==> src/hw/isoav_pkg.sv <==
// constants for the isochronous a/v transmit and receive control registers
// assumes a 9-bit register address and 32-bit register data
package isoav_pkg;
	// register port shape
	localparam int ADDR_W = 9;
	localparam int DATA_W = 32;
	// register offsets
	localparam logic [8:0] OFS_TX_PEND = 9'h02C;
	localparam logic [8:0] OFS_TX_EN   = 9'h030;
	localparam logic [8:0] OFS_TX_CTL  = 9'h034;
	localparam logic [8:0] OFS_TX_LVL  = 9'h038;
	localparam logic [8:0] OFS_RX_CTL  = 9'h040;
	// reset values
	localparam logic [31:0] RST_TX_PEND = 32'h00000000;
	localparam logic [31:0] RST_TX_EN   = 32'h00000000;
	localparam logic [31:0] RST_TX_CTL  = 32'h00000000;
	localparam logic [31:0] RST_TX_LVL  = 32'h00000003;
	localparam logic [31:0] RST_RX_CTL  = 32'h00000041;
	// transmitter event bits, pending and enable alike
	localparam int IRQ_N      = 7;
	localparam int IRQ_STAMP  = 6;
	localparam int IRQ_DONE   = 5;
	localparam int IRQ_DBC    = 4;
	localparam int IRQ_INERR  = 3;
	localparam int IRQ_CYCLE  = 2;
	localparam int IRQ_FULL   = 1;
	localparam int IRQ_EMPTY  = 0;
	// header control fields
	localparam int TAG_LSB  = 14;
	localparam int CH_LSB   = 8;
	localparam int SPD_LSB  = 4;
	localparam int SYNC_LSB = 0;
	// speed codes
	localparam logic [1:0] SPD_S100 = 2'h0;
	localparam logic [1:0] SPD_S200 = 2'h1;
	localparam logic [1:0] SPD_S400 = 2'h2;
	localparam logic [1:0] SPD_RSVD = 2'h3;
	// buffer level bits and thresholds
	localparam int LVL_NO_SPACE  = 3;
	localparam int LVL_ONE_LEFT  = 2;
	localparam int LVL_FIVE_FREE = 1;
	localparam int LVL_VACANT    = 0;
	localparam int FREE_ONE      = 1;
	localparam int FREE_FIVE     = 5;
	// receiver control bits
	localparam int RX_DROP  = 6;
	localparam int RX_READY = 5;
	localparam int RX_EN    = 4;
	localparam int RX_PAD   = 2;
	localparam int RX_STAMP = 1;
	localparam int RX_RST   = 0;
endpackage : isoav_pkg

==> src/hw/isoav_rx_if.sv <==
// carrier between the register bank and the receiver control helper
// assumes both ends run on sys_clk
`timescale 1ns/1ps
`default_nettype none
interface isoav_rx_if;
	logic rx_enable_bit;   // enable bit as written
	logic rx_soft_reset;   // receiver reset bit as written
	logic rx_enable_active; // enable taken at packet boundary
	logic rx_packet_ready; // synchronised packet-ready level
	modport bank (output rx_enable_bit, output rx_soft_reset,
		input rx_enable_active, input rx_packet_ready);
	modport ctl (input rx_enable_bit, input rx_soft_reset,
		output rx_enable_active, output rx_packet_ready);
endinterface : isoav_rx_if
`default_nettype wire

==> src/hw/isoav_rx_ctl.sv <==
// receiver enable sampling and crossing of receiver status
// assumes arrival toggle and ready level come from the application clock domain
`timescale 1ns/1ps
`default_nettype none
module isoav_rx_ctl (
	input  wire logic  sys_clk,
	input  wire logic  resetn,
	input  wire logic  rx_arrival_toggle,
	input  wire logic  rx_ready_async,
	isoav_rx_if.ctl    rx
);
	logic [2:0] tog_sync_reg;  // toggle synchroniser plus edge stage
	logic [2:0] tog_sync_next;
	logic [1:0] rdy_sync_reg;  // ready level synchroniser
	logic [1:0] rdy_sync_next;
	logic       active_reg;    // enable as last sampled
	logic       active_next;
	logic       arrival;       // one pulse per new bus packet

	// next values for crossing and enable sampling
	always_comb begin
		tog_sync_next = {tog_sync_reg[1:0], rx_arrival_toggle};
		rdy_sync_next = {rdy_sync_reg[0], rx_ready_async};
		// only second and third stages are compared
		arrival       = tog_sync_reg[2] ^ tog_sync_reg[1];
		active_next   = active_reg;
		if (rx.rx_soft_reset) begin
			active_next = 1'b0;
		end else if (arrival) begin
			active_next = rx.rx_enable_bit;
		end
	end

	// registers
	always_ff @(posedge sys_clk or negedge resetn) begin
		if (!resetn) begin
			tog_sync_reg <= 3'h0;
			rdy_sync_reg <= 2'h0;
			active_reg   <= 1'b0;
		end else begin
			tog_sync_reg <= tog_sync_next;
			rdy_sync_reg <= rdy_sync_next;
			active_reg   <= active_next;
		end
	end

	assign rx.rx_enable_active = active_reg;
	assign rx.rx_packet_ready  = rdy_sync_reg[1];
endmodule : isoav_rx_ctl
`default_nettype wire

==> src/hw/isoav_regs.sv <==
// register bank for the isochronous a/v transmit and receive control
// assumes a single-cycle register port on sys_clk and same-clock tx events
`timescale 1ns/1ps
`default_nettype none
module isoav_regs #(
	parameter int LVL_W = 8 // width of buffer fill counts
) (
	input  wire logic              sys_clk,
	input  wire logic              resetn,
	input  wire logic [8:0]        reg_addr,
	input  wire logic              reg_wr,
	input  wire logic              reg_rd,
	input  wire logic [31:0]       reg_wdata,
	output logic      [31:0]       reg_rdata,
	input  wire logic [6:0]        tx_events,
	input  wire logic [LVL_W-1:0]  tx_free_q,
	input  wire logic [LVL_W-1:0]  tx_stored_q,
	input  wire logic              rx_arrival_toggle,
	input  wire logic              rx_ready_async,
	output logic                   tx_irq,
	output logic                   tx_discard_input,
	output logic                   tx_discard_payload,
	output logic      [1:0]        tx_tag,
	output logic      [5:0]        tx_channel,
	output logic      [1:0]        tx_speed,
	output logic                   tx_speed_ok,
	output logic      [3:0]        tx_sync,
	output logic                   drop_unreliable_packets,
	output logic      [1:0]        rx_byte_pad_count,
	output logic                   stamp_processing_enable,
	output logic                   rx_soft_reset,
	output logic                   rx_enable
);
	isoav_rx_if rx_bus (); // link to receiver helper

	// register state
	logic [6:0]  pend_reg;  // pending event bits
	logic [6:0]  pend_next;
	logic [6:0]  en_reg;    // enable bits
	logic [6:0]  en_next;
	logic [15:0] ctl_reg;   // header control word
	logic [15:0] ctl_next;
	logic [3:0]  lvl_reg;   // buffer level flags
	logic [3:0]  lvl_next;
	logic [6:0]  rxc_reg;   // receiver control, bit 5 unused here
	logic [6:0]  rxc_next;
	logic [31:0] rdata_reg; // read data
	logic [31:0] rdata_next;
	logic [1:0]  dis_reg;   // discard strobes
	logic [1:0]  dis_next;
	// decoded write strobes
	logic        wr_pend;
	logic        wr_en;
	logic        wr_ctl;
	logic        wr_rxc;
	logic [6:0]  clr_mask;  // write-one-to-clear mask

	// address decode for writes
	always_comb begin
		wr_pend  = reg_wr && (reg_addr == isoav_pkg::OFS_TX_PEND);
		wr_en    = reg_wr && (reg_addr == isoav_pkg::OFS_TX_EN);
		wr_ctl   = reg_wr && (reg_addr == isoav_pkg::OFS_TX_CTL);
		wr_rxc   = reg_wr && (reg_addr == isoav_pkg::OFS_RX_CTL);
		clr_mask = wr_pend ? reg_wdata[6:0] : 7'h00;
	end

	// per-bit pending update
	generate
		for (genvar i = 0; i < isoav_pkg::IRQ_N; i++) begin : g_pend
			always_comb begin
				// set wins over a same-cycle clear
				pend_next[i] = tx_events[i] | (pend_reg[i] & ~clr_mask[i]);
			end
		end
	endgenerate

	// configuration writes and level flags
	always_comb begin
		en_next = wr_en ? reg_wdata[6:0] : en_reg;
		// speed code stored
		// bits 7:6 carry no field and stay zero
		ctl_next = wr_ctl ? (reg_wdata[15:0] & 16'hFF3F) : ctl_reg;
		rxc_next = rxc_reg;
		if (wr_rxc) begin
			// bit 5 is read-only status, not stored
			rxc_next = reg_wdata[6:0] & 7'h5F;
		end
		lvl_next[isoav_pkg::LVL_NO_SPACE] = (tx_free_q == '0);
		lvl_next[isoav_pkg::LVL_ONE_LEFT] =
			(tx_free_q == LVL_W'(isoav_pkg::FREE_ONE));
		lvl_next[isoav_pkg::LVL_FIVE_FREE] =
			(tx_free_q >= LVL_W'(isoav_pkg::FREE_FIVE));
		lvl_next[isoav_pkg::LVL_VACANT] = (tx_stored_q == '0);
		dis_next[0] = tx_events[isoav_pkg::IRQ_INERR];
		dis_next[1] = tx_events[isoav_pkg::IRQ_CYCLE];
	end

	// read mux, unmapped reads give zero
	always_comb begin
		rdata_next = 32'h00000000;
		if (reg_rd) begin
			case (reg_addr)
				isoav_pkg::OFS_TX_PEND: rdata_next = {25'h0000000, pend_reg};
				isoav_pkg::OFS_TX_EN:   rdata_next = {25'h0000000, en_reg};
				isoav_pkg::OFS_TX_CTL:  rdata_next = {16'h0000, ctl_reg};
				isoav_pkg::OFS_TX_LVL:  rdata_next = {28'h0000000, lvl_reg};
				isoav_pkg::OFS_RX_CTL: begin
					rdata_next = {25'h0000000, rxc_reg};
					rdata_next[isoav_pkg::RX_READY] = rx_bus.rx_packet_ready;
				end
				default: rdata_next = 32'h00000000;
			endcase
		end
	end

	// all bank registers
	always_ff @(posedge sys_clk or negedge resetn) begin
		if (!resetn) begin
			pend_reg  <= isoav_pkg::RST_TX_PEND[6:0];
			en_reg    <= isoav_pkg::RST_TX_EN[6:0];
			ctl_reg   <= isoav_pkg::RST_TX_CTL[15:0];
			lvl_reg   <= isoav_pkg::RST_TX_LVL[3:0];
			rxc_reg   <= isoav_pkg::RST_RX_CTL[6:0];
			rdata_reg <= 32'h00000000;
			dis_reg   <= 2'h0;
		end else begin
			pend_reg  <= pend_next;
			en_reg    <= en_next;
			ctl_reg   <= ctl_next;
			lvl_reg   <= lvl_next;
			rxc_reg   <= rxc_next;
			rdata_reg <= rdata_next;
			dis_reg   <= dis_next;
		end
	end

	// receiver helper
	isoav_rx_ctl u_rx_ctl (
		.sys_clk           (sys_clk),
		.resetn            (resetn),
		.rx_arrival_toggle (rx_arrival_toggle),
		.rx_ready_async    (rx_ready_async),
		.rx                (rx_bus.ctl)
	);

	// control bits toward receiver helper
	assign rx_bus.rx_enable_bit = rxc_reg[isoav_pkg::RX_EN];
	assign rx_bus.rx_soft_reset = rxc_reg[isoav_pkg::RX_RST];

	// outputs
	assign reg_rdata = rdata_reg;
	assign tx_irq             = |(pend_reg & en_reg);
	assign tx_discard_input   = dis_reg[0];
	assign tx_discard_payload = dis_reg[1];
	assign tx_tag     = ctl_reg[isoav_pkg::TAG_LSB +: 2];
	assign tx_channel = ctl_reg[isoav_pkg::CH_LSB +: 6];
	assign tx_speed    = ctl_reg[isoav_pkg::SPD_LSB +: 2];
	assign tx_speed_ok = (tx_speed != isoav_pkg::SPD_RSVD);
	assign tx_sync     = ctl_reg[isoav_pkg::SYNC_LSB +: 4];
	assign drop_unreliable_packets = rxc_reg[isoav_pkg::RX_DROP];
	assign rx_byte_pad_count = rxc_reg[isoav_pkg::RX_PAD +: 2];
	assign stamp_processing_enable = rxc_reg[isoav_pkg::RX_STAMP];
	assign rx_soft_reset = rxc_reg[isoav_pkg::RX_RST];
	assign rx_enable     = rx_bus.rx_enable_active;
endmodule : isoav_regs
`default_nettype wire

==> config.mk <==
export PLATFORM = sky130hd
export DESIGN_NAME = isoav_regs
export DESIGN_NICKNAME = d
export VERILOG_FILES = /design/src/hw/isoav_pkg.sv /design/src/hw/isoav_rx_if.sv /design/src/hw/isoav_rx_ctl.sv /design/src/hw/isoav_regs.sv
export SDC_FILE = /design/constraint.sdc
export NUM_CORES = 1
export LEC_CHECK = 0
export BUFFER_PORTS_ARGS = -buffer_cell sky130_fd_sc_hd__buf_4
export CAP_MARGIN = 20
export CORE_MARGIN = 2
export CORE_UTILIZATION = 33
export DETAILED_ROUTE_END_ITERATION = 7
export GPL_ROUTABILITY_DRIVEN = 0
export PLACE_DENSITY = 0.69
export SKIP_CTS_REPAIR_TIMING = 1
export SLEW_MARGIN = 20
export SYNTH_ARGS = -nofsm -noshare
export SYNTH_HDL_FRONTEND = slang
export SYNTH_SLANG_ARGS = --single-unit
==> constraint.sdc <==
create_clock -name sys_clk -period 2.6 [get_ports sys_clk]
set_input_delay 0.13 -clock sys_clk [delete_from_list [all_inputs] [get_ports sys_clk]]
set_output_delay 0.13 -clock sys_clk [all_outputs]
set_load 0.01 [all_outputs]
==> impl_metrics.py <==
metrics = {
    "run": {
        "drv_cap": 0,
    },
    "die": {
        "ioPinCount": 126,
        "start_util_pct": 34.38,
        "die_h_um": 93.95,
        "die-area_sq_um": 8827,
        "coreArea_sq_um": 7767,
        "die_width_um": 93.95,
        "num_rows": 32,
    },
    "timing": {
        "slew_viol_final": 0,
        "setup_viol": 0,
        "finalClockSkew_ns": 0.004388,
        "setup_slack_ns": 0.7083,
        "tns_ns": 0,
        "hold_ws_ns": -0.002849,
        "fmax_mhz": 528.6,
        "hold_viol_final": 1,
        "finalCritPeriodShare_pct": 72.76,
        "rsz0062_at_grt": "false",
        "worst_slew_pin_slew_ns": 0.7392,
        "max-slew-margin-rel_pct": 50.72,
        "min_period_ns": 1.892,
    },
    "yosys": {
        "yosysTopAreaCellShare_pct": 53.42,
        "ys_seq_area_share_pct": 57.36,
        "yosysWarnings": 0,
        "synth_cell_types": 37,
        "synth-edff-count": 0,
        "async_reset_ff_share_pct": 100.0,
        "synth_area_sq_um": 2670,
        "synth_ff_type": "dfrtp_1",
        "avgSynthCellArea_sq_um": 12.84,
        "ys_top_cells_by_area": "dfrtp_1 (53%), mux2_2 (11%), buf_4 (4.8%)",
        "yosys.area.top_type": "dfrtp_1",
        "ys_ff_latch": 61,
        "syn_inst": 208,
    },
    "routing": {
        "via_count": 1980,
        "first_iter_violations": 77,
        "drc": 0,
        "postRouteAntennaNets": 0,
        "wl_per_cell_um": 14.46,
        "drt-total-wl_mm": 6.102,
        "dr.pass1.iters": 4,
        "via_per_inst": 4.692,
    },
    "power": {
        "powerDensity_nw_per_um2": 509.0,
        "p_leak_nw": 1.778,
        "p_total_mw": 1.863,
        "vdd_drop_max_mv": 0.2194,
    },
    "cts": {
        "cts_made_buffers": 9,
        "cts.sinks": 61,
        "clk_latency_ns": 0.33,
        "cts_buffer_depth": 2,
        "clk_pin_slew_ns": 0.06,
        "cts_tree": "yes",
        "htreeDepth": 3,
        "clock-root-buffer": "clkbuf_8",
    },
    "place": {
        "pre_cts_slack_ns": 0.3248,
        "hpwl_mm": 4.474,
        "dpl_cell_area_sq_um": 3391,
        "port_buffers": 91,
    },
    "global_route": {
        "grt_pass1_vias": 1856,
        "grt_max_degree": 62,
        "grt.overflow.total": 0,
        "grt_pass1_wl_mm": 9.287,
        "grt_usage_pct": 13.93,
        "antenna_found_initial": 0,
    },
    "cells_and_area": {
        "syn2layout_area_growth_pct": 37.07,
        "antenna_cells": 0,
        "n_fill_cell": 749,
        "layout.nets": 386,
        "largest_reg_flops": 15,
        "drive_above_1_share_pct": 45.63,
        "fin_area_sq_um": 3660,
    },
    "hold_path": {
        "hold_path_class": "primary input to register",
    },
    "setup_path": {
        "cp_max_fo": 10,
        "required_ns": 2.81,
        "crit_type": "primary input to register",
        "worst_setup_path_start_kind": "primary input",
        "worstPathArrival_ns": 2.10,
        "cp-end-kind": "register",
    },
    "outcome": {
        "violations": "hold timing",
        "outcome": "finished with violations",
    },
}
kinds of logic (layout without fill, tap and decap cells):
| group | count (synthesis) | count (layout) | share of synthesized area (%) |
|---|---|---|---|
| other | 1 | 17 | 0.1404 |
| xor gates and xnor gates | 1 | 1 | 0.3281 |
| DFF | 61 | 61 | 57.36 |
| and+or+nand+nor | 56 | 56 | 12.23 |
| AOI/OAI and AO/OA | 32 | 32 | 9.747 |
| muxes | 34 | 34 | 14.01 |
| buffers and inverters | 23 | 119 | 6.185 |
placed cells by master, fill, tap and decap left out, drive strengths merged, types with 4 or more instances in the layout:
cell and count:
a21o 7, a22oi 8, a2bb2oi 4, and2 8, buf 93, clkbuf 13, conb 17, dfrtp 57
dfstp 4, dlygate4sd3 11, mux2 27, mux2i 7, nand2 11, nor2 15, o22a 4, or4 4
cell type report:
class	count	area [sq um]	area share, %
well taps	102	127.6	3.487
repair buffers	104	808.3	22.09
flip-flops and latches	61	1531	41.85
multi-input cells	140	1033	28.24
clock inverters	2	10.01	0.2735
clock buffers	13	148.9	4.068
report_power, final:
| part | switching (mW) | leakage (nW) | internal, mW |
|---|---|---|---|
| clock | 0.331 | 0.0833 | 0.364 |
| combinational | 0.0854 | 0.912 | 0.102 |
| sequential | 0.0117 | 0.783 | 0.968 |
| total | 0.428 | 1.78 | 1.43 |
metal layers:
metal  track usage [%]  wire length, um  up-vias
li1                  -                -      933
met1             17.83             2667      979
met2             22.38             3015       61
met3             3.371              322        7
met4             6.159               96        0
met5                 0                0        -
metrics by stage:
stage / util [%] / std cells / hold WS [ns]
after floorplan: - / 224 / -0.1656
after global placement: 43.65 / 396 / 0.2400
after detailed placement: 43.65 / 396 / 0.2407
after CTS: 45.70 / 411 / -0.1131
after global routing: 47.12 / 422 / 0.002135
final: 47.12 / 422 / -0.002849
synth_stat cells (2+ instances only):
master / count
a21o_1: 7
a21oi_1: 2
a22oi_1: 8
a2bb2oi_1: 4
and2_1: 8
and4b_1: 3
buf_4: 17
buf_6: 2
clkbuf_1: 3
dfrtp_1: 57
dfstp_2: 4
mux2_2: 27
mux2i_1: 7
nand2_1: 11
nand2b_1: 3
nand3_1: 3
nand3b_1: 2
nor2_1: 15
o22a_2: 4
o32a_2: 2
or4_1: 3
worst paths after layout:
kind,startpoint,end,slack (ns),cells after the start
min in group asynchronous,resetn,ctl_reg[11],0.42,2
max reg2reg,ctl_reg[2],reg_rdata[2],1.52,4
max in group asynchronous,resetn,ctl_reg[0],1.70,2
max,reg_addr[8],ctl_reg[10],0.71,6
min reg2reg,u_rx_ctl.rdy_sync_reg[0],u_rx_ctl.rdy_sync_reg[1],0.35,0
min,tx_stored_q[2],lvl_reg[0],-0.003,3
worst max-delay path, stage by stage:
cell	delay [ns]
buf_4	0.11
or4_4	0.55
or2_1	0.36
nor3_4	0.33
buf_4	0.26
mux2_2	0.36
Power figures use the tool's default switching activity.
